--- src/pkg/roc_pkg.sv ---
// Package of constants and types for the ring-oscillator calibration counter.
package roc_pkg;

	// ==========================================================
	// Register byte offsets
	// ==========================================================
	localparam logic [7:0] ADDR_CAL_CTRL = 8'h34; // Calibration window, run and irq enable.
	localparam logic [7:0] ADDR_TALLY = 8'h38; // Reference cycle tally, read only.
	localparam logic [7:0] ADDR_TRIM = 8'h3c; // Ring oscillator trim and on control.
	localparam logic [7:0] ADDR_IRQ_STATUS = 8'h48; // Sticky event bits, write one to clear.
	localparam logic [7:0] ADDR_IRQ_MASK = 8'h4c; // Event mask, same layout as status.

	// ==========================================================
	// Field positions and reset values
	// ==========================================================
	localparam int TRIM_ON_BIT = 0; // Ring oscillator on bit.
	localparam int TRIM_FINE_LSB = 4; // Fine trim occupies bits 4 to 8.
	localparam int TRIM_FINE_W = 5; // Fine trim width.
	localparam int TRIM_COARSE_LSB = 9; // Coarse trim occupies bits 9 to 12.
	localparam int TRIM_COARSE_W = 4; // Coarse trim width.
	localparam logic [3:0] COARSE_RESET = 4'h6; // Coarse trim after reset.
	localparam logic [4:0] FINE_RESET = 5'h17; // Fine trim after reset.
	localparam logic ON_RESET = 1'b1; // Ring oscillator runs after reset.
	localparam int CAL_WINDOW_W = 16; // Window length field, bits 0 to 15.
	localparam int CAL_RUN_BIT = 16; // Calibration run bit.
	localparam int CALIBRATION_IRQ_ENABLE_BIT = 17; // Calibration interrupt enable bit.
	localparam int EVT_DONE_BIT = 0; // Status bit set when a calibration completes.
	localparam int EVT_ABORT_BIT = 1; // Status bit set when a calibration is aborted.
	localparam int EVT_W = 2; // Number of event bits.
	localparam int HALF_SEL_BIT = 1; // Address bit that picks the upper half word.

	// ==========================================================
	// Types
	// ==========================================================
	// Access size that accompanies a write.
	typedef enum logic [1:0] {
		ROC_SIZE_BYTE = 2'h0,
		ROC_SIZE_HALF = 2'h1,
		ROC_SIZE_WORD = 2'h2
	} roc_size_t;

	// One register bus request as seen in a single cycle.
	typedef struct packed {
		logic wr; // Write strobe.
		logic rd; // Read strobe.
		logic [7:0] addr; // Byte address.
		logic [31:0] wdata; // Write data.
		roc_size_t size; // Write access size.
	} roc_req_t;

	// Trim settings presented to the ring oscillator.
	typedef struct packed {
		logic [3:0] coarse; // Coarse load, 1 pF per step.
		logic [4:0] fine; // Fine load, 160 fF per step.
		logic on; // Oscillator running.
	} roc_trim_t;

	// Calibration state, one-hot.
	typedef enum logic [2:0] {
		ROC_IDLE = 3'h1,
		ROC_ARM = 3'h2,
		ROC_COUNT = 3'h4
	} roc_state_t;

endpackage : roc_pkg

--- src/rtl/roc_calibration_counter.sv ---
// Ring-oscillator calibration counter with trim control and register slave.
`timescale 1ns/1ps
`default_nettype none

// Summary of operation
// - Count every reference cycle during calibration window.
// - Tally register holds final result after completion.
// - Trim register accepts half-word or word writes only.
// - Trim register untouched by sleep entry or exit.
// - Coarse trim bits 9-12, reset 0x6, output.
// - Fine trim bits 4-8, reset 0x17, output.
// - Bit 0 switches ring oscillator on/off.
// - Run bit starts; self-clears and sets done.
// - Writing run zero mid-calibration aborts it.
// - Sixteen-bit window length in ring cycles.
// - Irq enable with done mask bit raises request on completion.
module roc_calibration_counter #(
	parameter int TALLY_W = 32 // Width of the reference tally.
) (
	// Clock and reset.
	input wire logic clk_in,
	input wire logic reset_in,
	// Power state: high while the device sleeps.
	input wire logic sleep_in,
	// Ring oscillator clock, asynchronous to clk_in.
	input wire logic ring_clk_in,
	// Register bus.
	input wire logic [7:0] addr_in,
	input wire logic [31:0] wdata_in,
	input wire logic [1:0] wsize_in,
	input wire logic wr_in,
	input wire logic rd_in,
	output logic [31:0] rdata_out,
	// Ring oscillator trim outputs.
	output logic [3:0] ring_coarse_trim_out,
	output logic [4:0] ring_fine_trim_out,
	output logic ring_osc_on_out,
	// Calibration state and interrupt.
	output logic cal_busy_out,
	output logic irq_out
);

	// ==========================================================
	// Request bundle
	// ==========================================================
	roc_pkg::roc_req_t req; // Current bus request.
	assign req.wr = wr_in;
	assign req.rd = rd_in;
	assign req.addr = addr_in;
	assign req.wdata = wdata_in;
	assign req.size = roc_pkg::roc_size_t'(wsize_in);

	// Register state.
	roc_pkg::roc_trim_t trim_q; // Trim control register.
	logic [15:0] window_q; // Calibration window in ring cycles.
	logic run_q; // Calibration run bit.
	logic ien_q; // Calibration interrupt enable.
	logic [TALLY_W-1:0] tally_q; // Final tally visible to software.
	logic [TALLY_W-1:0] count_q; // Running reference cycle counter.
	logic [15:0] edges_q; // Ring rising edges seen in this window.
	logic [roc_pkg::EVT_W-1:0] status_q; // Sticky events.
	logic [roc_pkg::EVT_W-1:0] mask_q; // Event mask.
	roc_pkg::roc_state_t state_q; // Calibration sequencer state.
	logic [2:0] ring_sync_q; // Three-stage synchroniser for the ring clock.
	logic ring_level_q; // Accepted ring clock level.

	// Decoded strobes.
	logic wr_ctrl;
	logic wr_trim_lo;
	logic wr_status;
	logic wr_mask;
	logic ring_rise;
	logic finish;
	logic abort;
	logic start;
	assign wr_ctrl = req.wr && (req.addr == roc_pkg::ADDR_CAL_CTRL);
	// Byte writes to the trim register are dropped; an upper half-word write only touches
	// reserved bits and so changes nothing.
	assign wr_trim_lo = req.wr && (req.addr == roc_pkg::ADDR_TRIM)
		&& ((req.size == roc_pkg::ROC_SIZE_WORD)
		|| ((req.size == roc_pkg::ROC_SIZE_HALF) && !req.addr[roc_pkg::HALF_SEL_BIT]));
	assign wr_status = req.wr && (req.addr == roc_pkg::ADDR_IRQ_STATUS);
	assign wr_mask = req.wr && (req.addr == roc_pkg::ADDR_IRQ_MASK);

	// ==========================================================
	// Ring clock synchroniser
	// ==========================================================
	// The ring clock is a foreign signal; only stages two and three are compared, so the
	// first stage never feeds decision logic.
	always_ff @(posedge clk_in)
	begin
		if (reset_in)
		begin
			ring_sync_q <= 3'h0;
		end
		else
		begin
			ring_sync_q <= {ring_sync_q[1:0], ring_clk_in};
		end
	end

	// A new level is accepted once the second and third stage agree.
	always_ff @(posedge clk_in)
	begin
		if (reset_in)
		begin
			ring_level_q <= 1'b0;
		end
		else if (ring_sync_q[1] == ring_sync_q[2])
		begin
			ring_level_q <= ring_sync_q[2];
		end
	end
	assign ring_rise = (ring_sync_q[1] == ring_sync_q[2]) && ring_sync_q[2] && !ring_level_q;

	// ==========================================================
	// Sequencer control
	// ==========================================================
	assign start = wr_ctrl && req.wdata[roc_pkg::CAL_RUN_BIT] && (state_q == roc_pkg::ROC_IDLE);
	assign abort = wr_ctrl && !req.wdata[roc_pkg::CAL_RUN_BIT]
		&& (state_q != roc_pkg::ROC_IDLE);
	// A window of zero is treated like a window of one ring cycle.
	assign finish = (state_q == roc_pkg::ROC_COUNT) && ring_rise && !abort
		&& ((edges_q + 16'h0001) >= window_q);

	// Sequencer: arm on start, count from the first ring edge, stop after the window.
	always_ff @(posedge clk_in)
	begin
		if (reset_in || sleep_in)
		begin
			state_q <= roc_pkg::ROC_IDLE;
		end
		else
		begin
			case (state_q)
				roc_pkg::ROC_IDLE:
				begin
					if (start)
					begin
						state_q <= roc_pkg::ROC_ARM;
					end
				end
				roc_pkg::ROC_ARM:
				begin
					// Waiting for a ring edge aligns the window to whole ring cycles.
					if (abort)
					begin
						state_q <= roc_pkg::ROC_IDLE;
					end
					else if (ring_rise)
					begin
						state_q <= roc_pkg::ROC_COUNT;
					end
				end
				roc_pkg::ROC_COUNT:
				begin
					if (abort || finish)
					begin
						state_q <= roc_pkg::ROC_IDLE;
					end
				end
				default:
				begin
					state_q <= roc_pkg::ROC_IDLE;
				end
			endcase
		end
	end

	// Ring edge counter for the window length.
	always_ff @(posedge clk_in)
	begin
		if (reset_in || start)
		begin
			edges_q <= 16'h0000;
		end
		else if ((state_q == roc_pkg::ROC_COUNT) && ring_rise)
		begin
			edges_q <= edges_q + 16'h0001;
		end
	end

	// Reference counter: clk_in is the reference clock, so every cycle in the window counts.
	always_ff @(posedge clk_in)
	begin
		if (reset_in || start)
		begin
			count_q <= '0;
		end
		else if (state_q == roc_pkg::ROC_COUNT)
		begin
			count_q <= count_q + TALLY_W'(1);
		end
	end

	// Final tally: loaded only at completion so a read never sees a partial count. Counter
	// and register share one clock, so the result is loaded on the same edge that sets done.
	always_ff @(posedge clk_in)
	begin
		if (reset_in)
		begin
			tally_q <= '0;
		end
		else if (finish)
		begin
			tally_q <= count_q + TALLY_W'(1);
		end
	end

	// ==========================================================
	// Calibration control register
	// ==========================================================
	// This register is not retained through sleep; it clears on sleep.
	always_ff @(posedge clk_in)
	begin
		if (reset_in || sleep_in)
		begin
			window_q <= 16'h0000;
			run_q <= 1'b0;
			ien_q <= 1'b0;
		end
		else
		begin
			if (wr_ctrl)
			begin
				window_q <= req.wdata[roc_pkg::CAL_WINDOW_W-1:0];
				ien_q <= req.wdata[roc_pkg::CALIBRATION_IRQ_ENABLE_BIT];
			end
			if (finish || abort)
			begin
				run_q <= 1'b0;
			end
			else if (wr_ctrl)
			begin
				run_q <= req.wdata[roc_pkg::CAL_RUN_BIT];
			end
		end
	end

	// ==========================================================
	// Trim control register
	// ==========================================================
	// Only reset_in clears it; sleep_in is deliberately not used here.
	always_ff @(posedge clk_in)
	begin
		if (reset_in)
		begin
			trim_q.coarse <= roc_pkg::COARSE_RESET;
			trim_q.fine <= roc_pkg::FINE_RESET;
			trim_q.on <= roc_pkg::ON_RESET;
		end
		else if (wr_trim_lo)
		begin
			trim_q.coarse <= req.wdata[roc_pkg::TRIM_COARSE_LSB +: roc_pkg::TRIM_COARSE_W];
			trim_q.fine <= req.wdata[roc_pkg::TRIM_FINE_LSB +: roc_pkg::TRIM_FINE_W];
			trim_q.on <= req.wdata[roc_pkg::TRIM_ON_BIT];
		end
	end

	// Trim outputs, registered copies of the trim register.
	always_ff @(posedge clk_in)
	begin
		if (reset_in)
		begin
			ring_coarse_trim_out <= roc_pkg::COARSE_RESET;
			ring_fine_trim_out <= roc_pkg::FINE_RESET;
			ring_osc_on_out <= roc_pkg::ON_RESET;
		end
		else
		begin
			ring_coarse_trim_out <= trim_q.coarse;
			ring_fine_trim_out <= trim_q.fine;
			ring_osc_on_out <= trim_q.on;
		end
	end

	// ==========================================================
	// Events and interrupt
	// ==========================================================
	// A new event in the same cycle as its write-one clear survives.
	always_ff @(posedge clk_in)
	begin
		if (reset_in)
		begin
			status_q <= '0;
		end
		else
		begin
			status_q[roc_pkg::EVT_DONE_BIT] <= finish
				|| (status_q[roc_pkg::EVT_DONE_BIT]
				&& !(wr_status && req.wdata[roc_pkg::EVT_DONE_BIT]));
			status_q[roc_pkg::EVT_ABORT_BIT] <= abort
				|| (status_q[roc_pkg::EVT_ABORT_BIT]
				&& !(wr_status && req.wdata[roc_pkg::EVT_ABORT_BIT]));
		end
	end

	// Mask register, plain read and write.
	always_ff @(posedge clk_in)
	begin
		if (reset_in)
		begin
			mask_q <= '0;
		end
		else if (wr_mask)
		begin
			mask_q <= req.wdata[roc_pkg::EVT_W-1:0];
		end
	end

	// The done event reaches the line only with the calibration enable as well as the mask.
	always_ff @(posedge clk_in)
	begin
		if (reset_in)
		begin
			irq_out <= 1'b0;
			cal_busy_out <= 1'b0;
		end
		else
		begin
			irq_out <= (status_q[roc_pkg::EVT_DONE_BIT] && mask_q[roc_pkg::EVT_DONE_BIT]
				&& ien_q)
				|| (status_q[roc_pkg::EVT_ABORT_BIT] && mask_q[roc_pkg::EVT_ABORT_BIT]);
			cal_busy_out <= (state_q != roc_pkg::ROC_IDLE);
		end
	end

	// ==========================================================
	// Read data
	// ==========================================================
	// Read data appear the cycle after the strobe; unmapped addresses read zero.
	always_ff @(posedge clk_in)
	begin
		if (reset_in)
		begin
			rdata_out <= 32'h0000_0000;
		end
		else if (req.rd)
		begin
			case (req.addr)
				roc_pkg::ADDR_CAL_CTRL:
				begin
					rdata_out <= {14'h0000, ien_q, run_q, window_q};
				end
				roc_pkg::ADDR_TALLY:
				begin
					rdata_out <= 32'(tally_q);
				end
				roc_pkg::ADDR_TRIM:
				begin
					rdata_out <= {19'h00000, trim_q.coarse, trim_q.fine, 3'h0, trim_q.on};
				end
				roc_pkg::ADDR_IRQ_STATUS:
				begin
					rdata_out <= {30'h00000000, status_q};
				end
				roc_pkg::ADDR_IRQ_MASK:
				begin
					rdata_out <= {30'h00000000, mask_q};
				end
				default:
				begin
					rdata_out <= 32'h0000_0000;
				end
			endcase
		end
		else
		begin
			rdata_out <= 32'h0000_0000;
		end
	end

endmodule : roc_calibration_counter

`default_nettype wire

--- config.mk ---
export PLATFORM = sky130hd
export DESIGN_NAME = roc_calibration_counter
export DESIGN_NICKNAME = d
export VERILOG_FILES = /design/src/pkg/roc_pkg.sv /design/src/rtl/roc_calibration_counter.sv
export SDC_FILE = /design/constraint.sdc
export NUM_CORES = 1
export LEC_CHECK = 0
export BUFFER_PORTS_ARGS = -buffer_cell sky130_fd_sc_hd__buf_2
export CAP_MARGIN = 20
export CELL_PAD_IN_SITES_DETAIL_PLACEMENT = 1
export CELL_PAD_IN_SITES_GLOBAL_PLACEMENT = 1
export CORE_MARGIN = 5
export CORE_UTILIZATION = 27
export CTS_BUF_LIST = sky130_fd_sc_hd__clkbuf_8
export DETAILED_ROUTE_END_ITERATION = 8
export PLACE_DENSITY = 0.63
export SETUP_SLACK_MARGIN = 0.2
export SYNTH_ARGS = -nofsm -noshare
export SYNTH_HDL_FRONTEND = slang
export SYNTH_SLANG_ARGS = --single-unit
--- constraint.sdc ---
create_clock -name clk_in -period 3.5 [get_ports clk_in]
set_clock_uncertainty 0.05 [all_clocks]
set_input_delay 0.175 -clock clk_in [delete_from_list [all_inputs] [get_ports clk_in]]
set_output_delay 0.175 -clock clk_in [all_outputs]
set_load 0.02 [all_outputs]
## After elaboration in Yosys (flattened, before gate mapping)

Index checks and enable logic that the tools add are counted.
Widths: inputs -> output; s select.

- Equal/unequal tests: 15
- $add $sub $neg: 2
- Multiply operators: 0
- Muxes and demuxes: 6
- Reduce and logical (&&, ||, !) cells: 38
- Order comparisons: 1
- Divide/modulo/power cells: 0
- Shift-type cells: 0
- Bitwise gates (word level): 1

Operators with widths:

| kind | number |
|---|---|
| $pmux 32 s5 | 1 |
| $add 32x1->32 const B | 1 |
| $eq 8x6->1 const B | 3 |
| $logic_and 1x1->1 | 22 |
| $add 16x1->16 const B | 1 |
| $eq 8x7->1 const B | 2 |
| $ge 16x16->1 | 1 |
| $mux 3 | 4 |
| $pmux 3 s3 | 1 |
| $logic_or 1x1->1 | 7 |
| $logic_not 1->1 | 6 |
| $reduce_or 2->1 | 2 |
| $eq 3x1->1 const B | 1 |
| $eq 3x2->1 const B | 1 |
| $eq 3x3->1 const B | 1 |
| $ne 3x1->1 const B | 1 |
| $ne 3x3->1 const B | 1 |
| $reduce_and 3->1 | 1 |
| $eq 2x1->1 const B | 1 |
| $eq 2x2->1 const B | 1 |
| $ne 2x1->1 const B | 1 |
| $ne 2x2->1 const B | 1 |
| $eq 1x1->1 | 1 |
| $not 1->1 | 1 |

- Memories kept: 0
- Word-level logic and storage cells: 83
- Input port bits: 48
- Bits in writable memories: 0
- Register bits after elaboration: 163
- ROM bits: 0
- Latch bits: 0

## Longest topological paths before layout

- Word-level depth: 10
- Depth in mapped cells: 14
- Gate-level depth less buffers: 13

## Worst setup path before layout

OpenSTA, ideal clock, no wires.

- Path kind: flip-flop to flip-flop
- Start: register edges_q[0]
- End: register state_q[2]
- Stages on the path, launching flop included: 14
- Library setup time: 0.115 ns
- Path buffers: 1
- Path slack: -0.053 ns
- Arrival time: 3.388 ns
- Cell sequence: dfxtp_1 ha_1 nand3_1 or4_1 nand2b_1 nor2_1 xor2_1 ha_1 nand4_1 or4_1 o21ai_2 buf_2 nor2_1 and2_1

- Longest elaborated chain between the ends: 6

Ends and longest elaborated chain:

| element | line | source |
|---|---|---|
| from (decl) | roc_calibration_counter.sv:60 | `logic [15:0] edges_q;` |
| from (signal assigned) | roc_calibration_counter.sv:179 | `edges_q <= edges_q + 16'h0001;` |
| $add 16x1->16 | roc_calibration_counter.sv:124 | `&& ((edges_q + 16'h0001) >= window_q);` |
| $ge 16x16->1 | roc_calibration_counter.sv:124 |  |
| $logic_and 1x1->1 | roc_calibration_counter.sv:124 |  |
| $logic_or 1x1->1 | roc_calibration_counter.sv:157 | `if (abort \|\| finish)` |
| $ne 2x1->1 (no line) | -- |  |
| $reduce_and 3->1 (no line) | -- |  |
| to (signal assigned) | roc_calibration_counter.sv:131 | `state_q <= roc_pkg::ROC_IDLE;` |
| to (signal assigned) | roc_calibration_counter.sv:159 | `state_q <= roc_pkg::ROC_IDLE;` |
| to (signal assigned) | roc_calibration_counter.sv:164 | `state_q <= roc_pkg::ROC_IDLE;` |
| to (decl) | roc_calibration_counter.sv:63 | `roc_pkg::roc_state_t state_q;` |

Every way passes these cells.
A chain may end at the register's enable or synchronous reset.

## Worst setup path in the final report

- Start: register edges_q[0]
- End: register tally_q[13]

- Longest elaborated chain between the ends: 3

Ends and longest elaborated chain:

| element | line | source |
|---|---|---|
| $add 16x1->16 | roc_calibration_counter.sv:124 |  |
| $ge 16x16->1 | roc_calibration_counter.sv:124 |  |
| $logic_and 1x1->1 | roc_calibration_counter.sv:124 |  |
| to (signal assigned) | roc_calibration_counter.sv:206 | `tally_q <= count_q + TALLY_W'(1);` |
| to (decl) | roc_calibration_counter.sv:58 | `logic [TALLY_W-1:0] tally_q;` |

Every way passes these cells.

==> results.md <==
- Status: finished, final reports clean
- Crit-path max cell delay: 0.54 ns
- Fmax: 0.301 GHz
- Adder-Cell Fraction of Synth Area: 3.21%
- Hpwl dp: 15200 um
- Fin crit share: 94.9%
- Die boundary width: 176 um
- Antenna violations before repair: 0
- Synthesized flop and latch total: 163
- CTS sink count: 163
- Die Area: 30800 um^2
- Initial core utilization: 27.5%
- Mux cell area share after synthesis: 1.39%
- Top delay family on crit path: simple AND/OR/NAND/NOR gates
- CTS H-tree depth: 4
- Skew-Pair Late Insertion Delay: 0.47 ns
- Drt pass-1 iters: 5
- Req. time, crit path: 3.83 ns
- Slew HR: 32.3%
- First-pass GRT wire length: 34300 um
- Area Growth Syn to Fin: 24.7%
- Cell Pwr Density: 377 nW/um^2
- Register area share after synthesis: 44.1%
- Via density per instance: 4.87
- Post-synth ARST share: 0%
- Clock Tree Root: clkbuf_8
- Kind of start point of the critical path: flip-flop
- CP max FO: 5
- Largest family of logic cells by synthesized area: simple AND/OR/NAND/NOR gates
- Commonest cells post-synth: 163 x dfxtp_1, 96 x nor2_1, 93 x nand2_1
- Reg area: 3270 um^2
- RSZ-0062 raised after global routing: true
- Most common cell on crit path: or4_4
- Row cnt: 60
- Number of flops mapped to enable cells by yosys: 0
- Simple-gate share of the synthesized area: 22.6%
- Detailed-route via count: 6313
- Pins over their slew limit: 0
- Final-layout fill cell count: 3143
- Share of post-route cells with drive strength above 1: 24.1%
- Synth unique cells: 57
- Syn_nets: 909
- Cells after Synth: 842
- Final setup viols: 0
- Worst-path cell chain: ha_4 > nand3_2 > or4_4 > nand2b_4 > nor2_4 > xor2_1 > ha_1 > nand4_1 > or4_4 > o21ai_4 > buf_6 > clkbuf_16 > a21oi_2 > a211oi_1
- N_diodes: 0
- Area share of the largest cell type after synthesis: 44.1%
- Final Util: 34.2%
- Synth warn: 0
- Post-Synthesis Cell Area: 7400 um^2
- Seq pwr share: 53.3%
- Die height: 176 um
- XOR/XNOR Fraction of Synth Area: 9.71%
- Dominant cells by area after synthesis: dfxtp_1 44%, xnor2_1 5.2%, nor2_1 4.9%
- Total core area: 27000 um^2
- Min cycle time layout: 3.32 ns
- Synth Flop Type: dfxtp_1
- Fin. Hold Viols: 0
- Cts bufs inserted: 17
- Final nets: 1009
- TritonCTS clock tree: built
- PortBufs: 77
- Combinational share of power: 3.1%
- Overall routing resource usage: 13.9%
- Clock Path Buffers: 2
- Worst-path clk slew: 0.09 ns
- Slew @ Worst Pin: 1.01 ns
- RD Place Congestion: 0.768
- Critical path class: reg2reg
- Sw power: 0.826 mW
- Residual DRC count: 0
- Most common cell in the netlist: dfxtp_1
- Hold Path Class: in2reg
- Max cap viols: 0
- Number of buffers and inverters on the critical path: 2
- Worst IR Drop VDD: 0.161 mV
- Grt ovf: 0
- Vias in the first global route: 6225
- CP max-delay cell: or4_4
- Net Sw Frac: 23.8%
- Internal power: 2.65 mW
- Worst EP arrival: 3.65 ns
- Hold WS: 0.0614 ns
- Leakage Power: 3.31 nW
- Initial DRC count: 270
- Avg Cell Area, Syn: 8.79 um^2
- Largest net degree at the start of global routing: 65
- Mean routed wirelength per cell: 17.0 um
- Crit end category: flip-flop
- I/O Pins: 92
- Routed Antenna Nets: 0
- Compound-cell area share of the yosys netlist: 14.6%
- Final WL: 22000 um
- Multi-input gate area: 4000 um^2
- Clk network pwr share: 43.6%
- Area leader, netlist: dfxtp_1
worst reg2reg max path: stages, from the launching register on:
cell and delay (ns):
dfxtp_4 0.38, ha_4 0.14, nand3_2 0.08, or4_4 0.49
nand2b_4 0.18, nor2_4 0.08, xor2_1 0.07, ha_1 0.29
nand4_1 0.13, or4_4 0.54, o21ai_4 0.24, buf_6 0.16
clkbuf_16 0.15, a21oi_2 0.05, a211oi_1 0.21
per-stage QoR:
| step | instance area (um^2) | setup TNS [ns] | worst slack [ns] | std cells | total power [mW] |
|---|---|---|---|---|---|
| 6_report | 9230 | 0 | 0.178 | 1296 | 3.48 |
| 3_3_place_gp | 8240 | 0 | 0.0392 | 1232 | 1.99 |
| 4_1_cts | 9000 | 0 | 0.120 | 1291 | 3.52 |
| 5_1_grt | 9230 | 0 | 0.0246 | 1296 | 3.60 |
| 3_5_place_dp | 8240 | -0.000127 | -0.000127 | 1232 | 1.99 |
| 2_1_floorplan | 7450 | 0 | 0.245 | 842 | 1.95 |
state kept, by name, indices dropped and copies added, names as in the netlist:
signal and flops:
cal_busy_out 1, trim_q 10, rdata_out 32, irq_out 1, ring_coarse_trim_out 4, ring_fine_trim_out 5
state_q 3, ring_osc_on_out 1, count_q 32, edges_q 16, ring_sync_q 3, tally_q 32
ring_level_q 1, status_q 2, run_q 1, mask_q 2, window_q 16, ien_q 1
routing by layer:
metal,wire [um],GRT usage (%),up-vias
met1,10600,18.7,3082
met2,10300,23.0,103
li1,-,-,3101
met3,660,2.35,27
met4,361,4.42,0
met5,0,0,-
cell usage in the layout (no fill, tap or decap), drive strengths merged, types with 2 or more instances in the layout:
cell	netlist	final
a22oi	18	18
or2	10	10
bufinv	0	3
o21ai	23	23
a211oi	31	31
dfxtp	163	163
xor2	38	38
mux2	2	2
xnor2	44	44
clkinvlp	0	2
or3	11	11
nor2b	17	17
and3	19	19
and4	2	2
and2	5	5
or4	6	6
a21oi	69	69
nand2b	6	6
a31oi	2	2
clkinv	0	2
dlygate4sd3	0	18
nand2	94	94
nor3	15	15
nor4	10	10
nor3b	2	2
mux2i	8	8
clkbuf	37	21
buf	18	116
ha	19	19
nand4	18	18
inv	19	25
nor2	97	97
nand4b	2	2
nand3	19	19
a211o	7	7
o21a	2	2
logic make-up (layout without fill, tap and decap cells):
group	count (synthesis)	in the layout
flops	163	163
compound gates	158	158
buf+inv	74	187
fa+ha+maj	19	19
mux	10	10
xor+xnor	82	82
simple gates	336	336
final timing paths:
kind,startpoint,to,slack [ns],depth (start not counted)
setup / recovery,edges_q[0],tally_q[13],0.18,14
hold reg to reg,ring_sync_q[0],ring_sync_q[1],0.40,1
setup reg to reg,edges_q[0],tally_q[13],0.18,14
hold / removal,wdata_in[16],run_q,0.06,3
power by group through the flow:
stage                     Combinational (mW)  Clock, mW  Sequential, mW
after floorplan                       0.0469          0            1.90
after CTS                              0.107       1.56            1.85
after global placement                0.0904          0            1.90
after detailed placement              0.0911          0            1.90
after global routing                   0.118       1.63            1.86
final                                  0.107       1.51            1.85
repair_timing:
action,in CTS,in global routing
setup buffers,7,3
pin swaps,13,21
cloned,2,2
endpoints found under the hold margin,30,0
setup endpoints to repair,35,36
hold buffers,18,0
resized for setup,9,34
cell type report:
type,count,area share (%)
Multi-Input combinational cell,605,43.3
Sequential cell,163,35.5
Timing Repair Buffer,136,11.2
Tap cell,341,4.62
Clock buffer,19,2.83
Clock inverter,13,1.84
Inverter,19,0.773
(Power assumes the default switching activity.)
